<file path="config.mk">
export PLATFORM = sky130hd
export DESIGN_NAME = cbbr_top
export DESIGN_NICKNAME = d
export VERILOG_FILES = /design/src/common/cbbr_pkg.sv /design/src/common/cbbr_route_if.sv /design/src/hdl/cbbr_parity_flag.sv /design/src/hdl/cbbr_bus_route.sv /design/src/hdl/cbbr_top.sv
export SDC_FILE = /design/constraint.sdc
export NUM_CORES = 1
export LEC_CHECK = 0
export BUFFER_PORTS_ARGS = -buffer_cell sky130_fd_sc_hd__buf_2
export CAP_MARGIN = 20
export CORE_ASPECT_RATIO = 1.5
export CORE_MARGIN = 2
export CORE_UTILIZATION = 25
export CTS_CLUSTER_SIZE = 40
export DETAILED_ROUTE_END_ITERATION = 7
export SLEW_MARGIN = 20
export SYNTH_ARGS = -nofsm -noshare
export SYNTH_HDL_FRONTEND = slang
export SYNTH_SLANG_ARGS = --single-unit
</file>
<file path="constraint.sdc">
create_clock -name clock -period 6.05 [get_ports clock]
set_input_delay 1.21 -clock clock [delete_from_list [all_inputs] [get_ports clock]]
set_output_delay 1.21 -clock clock [all_outputs]
set_load 0.005 [all_outputs]
</file>
<file path="src/common/cbbr_pkg.sv">
package cbbr_pkg;
  // register word indices; byte address is index times WORD_BYTES
  localparam int WORD_BYTES = 4;
  localparam logic [5:0] IDX_STATUS = 6'h16;
  localparam logic [5:0] IDX_PRIMARY = 6'h18;
  localparam logic [5:0] IDX_SECONDARY = 6'h19;
  localparam logic [5:0] IDX_HIGHEST = 6'h1a;
  localparam logic [5:0] IDX_INT_STATUS = 6'h30;
  localparam logic [5:0] IDX_INT_CLEAR = 6'h31;
  localparam logic [5:0] IDX_INT_ENABLE = 6'h32;
  localparam logic [5:0] IDX_BRIDGE_CTRL = 6'h3e;
  // downstream error status layout
  localparam int PARITY_FLAG_BIT = 8;
  localparam int TIMING_LSB = 9;
  localparam logic [1:0] TIMING_CODE = 2'h1;
  localparam int BACK_TO_BACK_BIT = 7;
  localparam int USER_FEATURE_BIT = 6;
  localparam int HIGH_SPEED_BIT = 5;
  localparam logic [15:0] STATUS_RESET = 16'h0200;
  // bridge control layout
  localparam int PARITY_RESP_BIT = 0;
  localparam logic [7:0] BUS_INDEX_RESET = 8'h00;
  typedef enum logic [1:0] {ROUTE_NONE, ROUTE_LOCAL, ROUTE_PASS} cbbr_route_t;
endpackage

</file>
<file path="src/common/cbbr_route_if.sv">
`timescale 1ns/1ps
interface cbbr_route_if
#(
  parameter int NF = 2,
  parameter int FB = 1
);
  logic [7:0] cfgBus;
  logic [7:0] primaryBus;
  logic [NF-1:0][7:0] secBus;
  logic [NF-1:0][7:0] subBus;
  cbbr_pkg::cbbr_route_t kind;
  logic [FB-1:0] socket;
  modport bridge
  (
    output cfgBus, primaryBus, secBus, subBus,
    input kind, socket
  );
  modport decoder
  (
    input cfgBus, primaryBus, secBus, subBus,
    output kind, socket
  );
endinterface

</file>
<file path="src/hdl/cbbr_parity_flag.sv">
`timescale 1ns/1ps
module cbbr_parity_flag
(
  input wire logic clock, // system clock
  input wire logic sys_rst, // async reset, high
  input wire logic cardParityErrorLine, // card parity error asserted
  input wire logic masterOfData, // bridge masters this data phase
  input wire logic parityRespEnable, // parity error response bit
  input wire logic clearWrite, // software wrote 1 to the flag
  output logic downstreamParityFlag, // sticky flag
  output logic parityEvent // new detection this cycle
);
  wire logic setCond;
  assign setCond = cardParityErrorLine & masterOfData &
                   parityRespEnable;
  assign parityEvent = setCond & ~downstreamParityFlag;

  // a detection in the clearing cycle wins
  always_ff @(posedge clock or posedge sys_rst)
  begin
    if (sys_rst)
      downstreamParityFlag <= 1'b0;
    else
      downstreamParityFlag <= setCond |
                              (downstreamParityFlag & ~clearWrite);
  end
endmodule

</file>
<file path="src/hdl/cbbr_bus_route.sv">
`timescale 1ns/1ps
module cbbr_bus_route
  import cbbr_pkg::*;
#(
  parameter int NF = 2,
  parameter int FB = 1
)
(
  cbbr_route_if.decoder rif // bus numbers in, decision out
);
  logic [NF-1:0] isLocal;
  logic [NF-1:0] isPass;

  genvar g;
  generate
    for (g = 0; g < NF; g++)
    begin : gSock
      assign isLocal[g] = rif.cfgBus == rif.secBus[g];
      assign isPass[g] = rif.cfgBus > rif.secBus[g] &&
                         rif.cfgBus <= rif.subBus[g];
    end
  endgenerate

  // lowest socket wins; a cycle for the primary bus stays there
  always_comb
  begin
    rif.kind = ROUTE_NONE;
    rif.socket = '0;
    for (int f = NF - 1; f >= 0; f--)
    begin
      if (isLocal[f] || isPass[f])
      begin
        rif.kind = isLocal[f] ? ROUTE_LOCAL : ROUTE_PASS;
        rif.socket = FB'(f);
      end
    end
    if (rif.cfgBus == rif.primaryBus)
      rif.kind = ROUTE_NONE;
  end
endmodule

</file>
<file path="src/hdl/cbbr_top.sv">
// The APB slave port was decided locally.
`timescale 1ns/1ps
// How it works
// - a card parity error while mastering with response on sets the flag.
// - writing 1 clears the parity flag, 0 leaves it, and it reads 0 unset.
// - the back-to-back capability bit of the status reads as constant 0.
// - the user feature support bit of the status reads as constant 0.
// - the high speed capability bit of the status reads as constant 0.
// - status bits 4 to 0 read as zero and ignore writes.
// - the primary bus index is 8-bit read/write at index 18h, reset 00h.
// - each socket has its own 8-bit secondary bus index at 19h, reset 00h.
// - each socket has its own 8-bit highest index at 1Ah, reset 00h.
// - forwarding is decided from all three bus indices together.
// - status bits 10 to 9 read as the constant select timing code 01b.
module cbbr_top
  import cbbr_pkg::*;
#(
  parameter int FUNC_BITS = 1,
  parameter int ADDR_W = 12
)
(
  input wire logic clock, // system clock
  input wire logic sys_rst, // async reset, high
  input wire logic psel, // apb select
  input wire logic penable, // apb enable
  input wire logic pwrite, // apb direction
  input wire logic [ADDR_W-1:0] paddr, // apb byte address
  input wire logic [31:0] pwdata, // apb write data
  output logic [31:0] prdata, // apb read data
  output logic pready, // apb ready
  output logic pslverr, // apb error
  input wire logic [2**FUNC_BITS-1:0] cardParityErrorLine, // per socket
  input wire logic [2**FUNC_BITS-1:0] masterOfData, // per socket
  input wire logic cfgValid, // config cycle present
  input wire logic [7:0] cfgBus, // config cycle bus number
  output logic routeValid, // decision pulse
  output logic routeLocal, // issue as local cycle
  output logic routePass, // pass on unchanged
  output logic [FUNC_BITS-1:0] routeSocket, // socket chosen
  output logic interruptReq // level interrupt
);
  localparam int NF = 2**FUNC_BITS;

  function automatic logic cbbrHit(input logic [ADDR_W-1:0] a,
                                   input logic [5:0] i);
    // word index times WORD_BYTES, upper bits clear
    return a[7:0] == {i, 2'b00} && a[ADDR_W-1:8+FUNC_BITS] == '0;
  endfunction

  wire logic setupPhase;
  wire logic accessDone;
  wire logic wrDone;
  wire logic [FUNC_BITS-1:0] fnSel;
  wire logic fnZero;
  wire logic hitStatus;
  wire logic hitPrimary;
  wire logic hitSecondary;
  wire logic hitHighest;
  wire logic hitCtrl;
  wire logic hitIntStatus;
  wire logic hitIntClear;
  wire logic hitIntEnable;
  wire logic mapped;
  logic [31:0] readWord;

  assign setupPhase = psel & ~penable;
  assign accessDone = psel & penable & pready;
  assign wrDone = accessDone & pwrite;
  assign fnSel = paddr[8 +: FUNC_BITS];
  assign fnZero = fnSel == '0;
  assign hitStatus = cbbrHit(paddr, IDX_STATUS);
  assign hitPrimary = cbbrHit(paddr, IDX_PRIMARY);
  assign hitSecondary = cbbrHit(paddr, IDX_SECONDARY);
  assign hitHighest = cbbrHit(paddr, IDX_HIGHEST);
  assign hitCtrl = cbbrHit(paddr, IDX_BRIDGE_CTRL);
  assign hitIntStatus = cbbrHit(paddr, IDX_INT_STATUS) & fnZero;
  assign hitIntClear = cbbrHit(paddr, IDX_INT_CLEAR) & fnZero;
  assign hitIntEnable = cbbrHit(paddr, IDX_INT_ENABLE) & fnZero;
  assign mapped = hitStatus | hitPrimary | hitSecondary | hitHighest |
                  hitCtrl | hitIntStatus | hitIntClear | hitIntEnable;

  // registers
  logic [7:0] primaryBusIndex;
  logic [NF-1:0][7:0] secondaryBusIndex;
  logic [NF-1:0][7:0] highestDownstreamBusIndex;
  logic [NF-1:0] parityRespEnable;
  logic [NF-1:0] downstreamParityFlag;
  logic [NF-1:0] parityEvent;
  logic [NF-1:0][15:0] downstreamErrorStatus;
  logic [NF-1:0] intStatus;
  logic [NF-1:0] intEnable;
  logic [NF-1:0] intClear;
  logic [NF-1:0] next_intStatus;
  logic [NF-1:0] next_intEnable;

  always_ff @(posedge clock or posedge sys_rst)
  begin
    if (sys_rst)
      primaryBusIndex <= BUS_INDEX_RESET;
    else if (wrDone && hitPrimary)
      primaryBusIndex <= pwdata[7:0];
  end

  genvar g;
  generate
    for (g = 0; g < NF; g++)
    begin : gFunc
      wire logic fnHere;
      assign fnHere = fnSel == FUNC_BITS'(g);

      always_ff @(posedge clock or posedge sys_rst)
      begin
        if (sys_rst)
        begin
          secondaryBusIndex[g] <= BUS_INDEX_RESET;
          highestDownstreamBusIndex[g] <= BUS_INDEX_RESET;
          parityRespEnable[g] <= 1'b0;
        end
        else if (wrDone && fnHere)
        begin
          if (hitSecondary)
            secondaryBusIndex[g] <= pwdata[7:0];
          if (hitHighest)
            highestDownstreamBusIndex[g] <= pwdata[7:0];
          if (hitCtrl)
            parityRespEnable[g] <= pwdata[PARITY_RESP_BIT];
        end
      end

      cbbr_parity_flag uFlag
      (
        .clock(clock),
        .sys_rst(sys_rst),
        .cardParityErrorLine(cardParityErrorLine[g]),
        .masterOfData(masterOfData[g]),
        .parityRespEnable(parityRespEnable[g]),
        .clearWrite(wrDone & fnHere & hitStatus &
                    pwdata[PARITY_FLAG_BIT]),
        .downstreamParityFlag(downstreamParityFlag[g]),
        .parityEvent(parityEvent[g])
      );

      // writes to the constant bits have no target
      always_comb
      begin
        downstreamErrorStatus[g] = '0;
        downstreamErrorStatus[g][TIMING_LSB +: 2] = TIMING_CODE;
        downstreamErrorStatus[g][PARITY_FLAG_BIT] = downstreamParityFlag[g];
        downstreamErrorStatus[g][BACK_TO_BACK_BIT] = 1'b0;
        downstreamErrorStatus[g][USER_FEATURE_BIT] = 1'b0;
        downstreamErrorStatus[g][HIGH_SPEED_BIT] = 1'b0;
      end
    end
  endgenerate

  // interrupt: new detection wins over a clear in the same cycle
  assign intClear = (wrDone && hitIntClear) ? pwdata[NF-1:0] : '0;
  assign next_intStatus = parityEvent | (intStatus & ~intClear);
  assign next_intEnable = (wrDone && hitIntEnable) ? pwdata[NF-1:0]
                                                   : intEnable;

  always_ff @(posedge clock or posedge sys_rst)
  begin
    if (sys_rst)
    begin
      intStatus <= '0;
      intEnable <= '0;
      interruptReq <= 1'b0;
    end
    else
    begin
      intStatus <= next_intStatus;
      intEnable <= next_intEnable;
      interruptReq <= |(next_intStatus & next_intEnable);
    end
  end

  // read data are captured in the setup cycle for a zero-wait answer
  assign readWord =
    hitStatus ? {16'h0000, downstreamErrorStatus[fnSel]} :
    hitPrimary ? {24'h000000, primaryBusIndex} :
    hitSecondary ? {24'h000000, secondaryBusIndex[fnSel]} :
    hitHighest ? {24'h000000, highestDownstreamBusIndex[fnSel]} :
    hitCtrl ? {31'h00000000, parityRespEnable[fnSel]} :
    hitIntStatus ? {{(32-NF){1'b0}}, intStatus} :
    hitIntEnable ? {{(32-NF){1'b0}}, intEnable} :
    32'h00000000;

  always_ff @(posedge clock or posedge sys_rst)
  begin
    if (sys_rst)
    begin
      prdata <= 32'h00000000;
      pready <= 1'b0;
      pslverr <= 1'b0;
    end
    else
    begin
      prdata <= (setupPhase && !pwrite) ? readWord : 32'h00000000;
      pready <= setupPhase;
      pslverr <= setupPhase & ~mapped;
    end
  end

  // configuration cycle routing
  cbbr_route_if #(.NF(NF), .FB(FUNC_BITS)) rif();
  assign rif.cfgBus = cfgBus;
  assign rif.primaryBus = primaryBusIndex;
  assign rif.secBus = secondaryBusIndex;
  assign rif.subBus = highestDownstreamBusIndex;

  cbbr_bus_route #(.NF(NF), .FB(FUNC_BITS)) uRoute
  (
    .rif(rif)
  );

  always_ff @(posedge clock or posedge sys_rst)
  begin
    if (sys_rst)
    begin
      routeValid <= 1'b0;
      routeLocal <= 1'b0;
      routePass <= 1'b0;
      routeSocket <= '0;
    end
    else
    begin
      routeValid <= cfgValid;
      routeLocal <= cfgValid && rif.kind == ROUTE_LOCAL;
      routePass <= cfgValid && rif.kind == ROUTE_PASS;
      routeSocket <= cfgValid ? rif.socket : '0;
    end
  end

  // status read in its access cycle, and a read setup cycle
  wire logic statusRead;
  wire logic readSetup;
  assign statusRead = accessDone & ~pwrite & hitStatus;
  assign readSetup = setupPhase & ~pwrite;
endmodule

</file>
## Word level (Yosys, flattened, before mapping)

Index checks and enable logic that the tools add are counted.

- Bits in writable memories: 0
- Latch bits: 0
- Input bits: 62
- Bits in registers: 71
- Output and inout bits: 39
- Bits in read-only memories: 0
- Logic and storage cells: 134
- Memories kept: 0

- Shift-type cells: 0
- Multiply operators: 0
- Add/subtract/negate cells: 0
- Equal/unequal tests: 13
- Multiplexer cells: 26
- Reductions and logical operators: 29
- Order comparisons: 5
- Bitwise gates (word level): 42
- Divide/modulo/power cells: 0

Operators with widths:

| cell | number |
|---|---|
| two-way mux 8 bit | 7 |
| two-way mux 16 bit | 3 |
| equality test 8 x 7 -> 1 bit (second input constant) | 4 |
| equality test 8 bit (second input constant) | 4 |
| equality test 8 bit | 3 |
| bitwise AND 1 bit | 22 |
| two-way mux 2 bit | 10 |
| logical AND 1 bit | 18 |
| > comparator 8 bit | 2 |
| <= comparator 8 bit | 2 |
| AND reduction 2 bit | 6 |
| two-way mux 9 bit | 1 |
| OR 1 bit | 9 |
| inverter 1 bit | 7 |
| two-way mux 1 bit | 5 |
| bitwise AND 2 bit | 2 |
| logical NOT 3 bit | 1 |
| equality test 2 x 1 -> 1 bit (second input constant) | 1 |
| equality test 2 bit (second input constant) | 1 |
| logical OR 1 bit | 2 |
| less-than comparator 1 x 2 -> 1 bit (second input constant) | 1 |
| inverter 2 bit | 1 |
| OR 2 bit | 1 |
| OR reduction 2 bit | 1 |
| logical NOT 1 bit | 1 |

## Depth between registers and ports, before layout

- Depth after elaboration: 11
- Mapped depth: 7
- Depth with buffers taken out: 7

## Modules after synthesis

From an unflattened synthesis, not the netlist that was laid out.

- Cells, all modules: 381
- Area total of the unflattened synthesis: 4140.2 µm²

Modules (own cells, without submodules):

| module | area an instance (µm²) | sequential area each (µm²) | instances | cells an instance |
|---|---|---|---|---|
| cbbr_top | 3124.2 | 1576.5 | 1 | 244 |
| cbbr_bus_route | 923.4 | 0.0 | 1 | 125 |
| cbbr_parity_flag | 46.3 | 25.0 | 2 | 6 |

## Worst setup path after synthesis

Ideal clock, no wire load.

- Path kind: input -> register
- From: input port paddr[5]
- To: register primaryBusIndex[0]
- Data arrival time: 2.724 ns
- Required time: 5.925 ns
- Setup time: 0.125 ns
- Setup slack: 3.202 ns
- Stages on the path: 7
- Path buffers: 2
- Path through: buf_2 -> nor2b_1 -> nand3b_1 -> nor3b_2 -> and2_1 -> buf_6 -> mux2_2

- Cells in the longest elaborated chain, start to end: 3

Ends and longest elaborated chain:

| item | RTL line | text |
|---|---|---|
| from (decl) | cbbr_top.sv:27 | `input wire logic [ADDR_W-1:0] paddr,` |
| equality test 8 x 7 -> 1 bit | cbbr_top.sv:47 | `return a[7:0] == {i, 2'b00} && a[ADDR_W-1:8+FUNC_BITS] == '0;` |
| logical AND 1 bit | cbbr_top.sv:47 |  |
| logical AND 1 bit | cbbr_top.sv:100 | `else if (wrDone && hitPrimary)` |
| to (signal assigned) | cbbr_top.sv:101 | `primaryBusIndex <= pwdata[7:0];` |
| to (decl) | cbbr_top.sv:83 | `logic [7:0] primaryBusIndex;` |

Every way passes these cells.
A chain may end at the register's enable or synchronous reset.

## Worst setup path after layout

- From: input port paddr[3]
- To: register secondaryBusIndex (netlist bit rif.secBus[8])

- Cells in the longest elaborated chain, start to end: 3

Ends and longest elaborated chain:

| item | RTL line | text |
|---|---|---|
| equality test 8 x 7 -> 1 bit | cbbr_top.sv:47 |  |
| logical AND 1 bit | cbbr_top.sv:47 |  |
| AND reduction 2 bit (no line) | n/a |  |
| to (signal, indexed assignment) | cbbr_top.sv:122 | `secondaryBusIndex[g] <= pwdata[7:0];` |
| to (decl) | cbbr_top.sv:84 | `logic [NF-1:0][7:0] secondaryBusIndex;` |

Every way passes these cells.

==> out/metrics.csv <==
stage;metric;value;unit
layout;area_growth_syn_to_layout;17.93;%
global_routing;grt_pass1_wl;16440;um
critical_path;required;6.28;ns
timing;period_share;0.5392;
logic_synthesis;yosysSeqAreaShare;0.4111;
critical_path;arrival;3.49;ns
pwr;power.density;226.6;nW/um^2
die;rows;56;
logic_synthesis;netlist_area;3956;um^2
logic_synthesis;ys_types;42;
global_routing;antenna_found_initial;0;
timing;finalSetupTns;0;ns
critical_path;reg2reg_from;pready;
drt;drtAntennaViolNets;0;
die;die-area;16870;um^2
cts;cts_tree;done;
timing;worst_slew_pin_slew;1.027;ns
timing;hold_violations;0;
global_routing;grt_max_degree;66;
timing;rsz0062_at_grt;no;
pwr;power.total;0.001057;W
logic_synthesis;async_flop_share;1.000;
cts;post_cts_resized;0;
place;gp_congestion;0.8697;
die;ios;101;
pwr;p_clk_frac;0.507;
logic_synthesis;synthFlopType;dfrtp_1;
drt;wl_per_cell;15.57;um
layout;mostFrequentLayoutCells;65 x dfrtp_1, 55 x buf_2, 33 x inv_1, 33 x mux2_2, 32 x ha_1;
layout;nNetsFinal;539;
pwr;vdd_drop_max;118.5;uV
drt;drtIter0Drc;147;
timing;setup_violations;0;
critical_path;rrSetupSlack;3.83;ns
timing;period_needed;3.262;ns
cts;clk_pin_slew;0.06;ns
timing;max_freq;306.6;MHz
timing;fin_worst_skew;0.01115;ns
drt;detail_route.first_pass.iterations;4;
cts;cts_buffers;9;
layout;final_common_cell;dfrtp_1;
pwr;switching_share;0.2254;
critical_path;reg2reg_depth;4;
cts;clkLatencyLatePin;0.34;ns
cts;cts-htree-levels;3;
critical_path;critPathKind;input pin to flop;
place;portBuffers;55;
cts;clk_path_buf_depth;2;
drt;drc;0;
drt;vias;3015;
die;core_area;15550;um^2
critical_path;start_kind;input pin;
logic_synthesis;netlist_instances;389;
outcome;status;complete, no violations;
cts;cts_hold_buffers;0;
critical_path;slowest_delay;0.89;ns
critical_path;path_cells;buf_2 > nor4b_2 > nand4b_2 > nor2_1 > mux2_2;
timing;maxSlewViolCount;0;
critical_path;r2r-end;rif.secBus[8];
drt;wl;10170;um
critical_path;worstPathMaxFanout;15;
layout;diodes;0;
critical_path;cp-end-kind;flop;
cts;clock-sinks;65;
die;initial_core_util;0.2543;
pwr;seqPwrFrac;0.414;
die;die_x;106.7;um
hold_path;worstHoldStart;gFunc[0].uFlag.downstreamParityFlag;
layout;drive_gt1_frac;0.2533;
cts;ctsRootBufferMaster;clkbuf_16;
global_routing;overflow;0;
pwr;p_leak;2.319;nW
drt;viasPerCell;4.617;
logic_synthesis;ys_ff_latch;65;
hold_path;whs_path_depth;1;
place;place_hpwl;7910;um
pwr;p_int;0.0008190;W
logic_synthesis;ys_warn_count;0;
critical_path;critPathBufInv;1;
timing;slew_headroom;0.3129;
global_routing;grt_pass1_vias;3212;
pwr;share_comb_of_total_power;0.079;
logic_synthesis;synth_edf_count;0;
run;drv_cap;0;
global_routing;track_usage;0.1282;
pwr;switchingPower;0.0002383;W
cts;post_cts_buffers;0;
logic_synthesis;syn_area_per_cell;10.17;um^2
hold_path;hold_class;flop to flop;
critical_path;slowest_stage;nor2_1;
hold_path;hold_path_end;intStatus[0];
die;die_h;158.1;um
critical_path;path_delay_family;simple AND/OR/NAND/NOR gates;
[through the flow]
stage,setup slack (ns),hold slack [ns],cells,util,area [um^2]
after floorplan,3.202,0.4496,410,-,4035
after global placement,2.424,0.4966,637,0.2801,4357
after CTS,2.775,0.5069,653,0.3000,4666
final,2.788,0.5062,653,0.3000,4666
after detailed placement,2.417,0.5024,637,0.2801,4357
after global routing,2.662,0.5205,653,0.3000,4666
[power groups by stage]
stage | Sequential (W) | Combinational, W | Clock (W)
after global routing | 0.000437 | 0.0000955 | 0.000560
after global placement | 0.000445 | 0.0000826 | 0
after CTS | 0.000437 | 0.0000847 | 0.000547
final | 0.000438 | 0.0000832 | 0.000537
after detailed placement | 0.000445 | 0.0000842 | 0
after floorplan | 0.000445 | 0.0000549 | 0
[area by class of cell]
cell class / instances / area [um^2]
clock inverters: 2 / 35.03
clock buffers: 14 / 274.0
well taps: 203 / 254.0
flip-flops and latches: 65 / 1627
inverters: 34 / 127.6
multi-input cells: 279 / 2066
repair buffers: 56 / 282.8
fillers: 1625 / 10890
[cell families after synthesis]
group,after synthesis,synth area share
buffers and inverters,66,0.08665
adder cells (fa/ha/maj),32,0.1012
multiplexers,50,0.1369
AND/OR/NAND/NOR,97,0.1404
XOR/XNOR,8,0.01771
other,1,0.0009479
flip-flops,65,0.4111
AO/OA/AOI/OAI,70,0.1050
[registers in the layout, indices dropped and copies added, names as in the netlist]
register,count
gFunc.uFlag.downstreamParityFlag,2
highestDownstreamBusIndex,16
intEnable,2
intStatus,2
interruptReq,1
parityRespEnable,2
prdata,10
pready,1
primaryBusIndex,8
pslverr,1
rif.secBus,16
routeLocal,1
routePass,1
routeSocket,1
routeValid,1
[cell usage after synthesis, types with 3 or more instances]
| library cell | n | share of area |
|---|---|---|
| o211ai_1 | 3 | 0.0057 |
| o22ai_1 | 6 | 0.0095 |
| nand4_1 | 12 | 0.019 |
| dfrtp_1 | 65 | 0.41 |
| nor2_1 | 19 | 0.018 |
| a21oi_1 | 23 | 0.029 |
| mux2i_1 | 17 | 0.043 |
| buf_4 | 22 | 0.042 |
| and2_1 | 3 | 0.0047 |
| o2bb2ai_1 | 3 | 0.0066 |
| nand3_1 | 8 | 0.010 |
| mux2_2 | 33 | 0.094 |
| nor3_1 | 4 | 0.0051 |
| o21ai_0 | 20 | 0.025 |
| inv_1 | 34 | 0.032 |
| nand2_1 | 27 | 0.026 |
| nand2b_1 | 4 | 0.0063 |
| xor2_1 | 8 | 0.018 |
| clkbuf_1 | 5 | 0.0047 |
| a21o_1 | 3 | 0.0057 |
| ha_1 | 32 | 0.10 |
| buf_2 | 4 | 0.0051 |
| nor4_1 | 3 | 0.0047 |
| nor2b_1 | 4 | 0.0063 |
| a31oi_1 | 3 | 0.0047 |
[worst max-delay path by stage]
stage | slack (ns) | depth (start not counted) | end | startpoint
after floorplan | 3.20 | 7 | primaryBusIndex[0] | paddr[5]
after global placement | 2.42 | 5 | rif.secBus[8] | paddr[3]
after detailed placement | 2.42 | 5 | rif.secBus[8] | paddr[3]
after CTS | 2.78 | 5 | rif.secBus[8] | paddr[3]
after global routing | 2.66 | 5 | rif.secBus[8] | paddr[3]
final | 2.79 | 5 | rif.secBus[8] | paddr[3]
[layer usage]
layer | share of wire | track usage | wire, um
met1 | 0.37 | 0.1328 | 3718
met2 | 0.55 | 0.2405 | 5545
met3 | 0.055 | 0.02882 | 559
met4 | 0.034 | 0.06308 | 343
met5 | 0 | 0 | 0
[worst reg2reg max path: stages (launching register included)]
cell and delay (ns):
dfrtp_1 0.36, and4_1 0.33, nand2_1 0.17, nor2_1 0.85, mux2_2 0.42
Power figures use the tool's default switching activity.
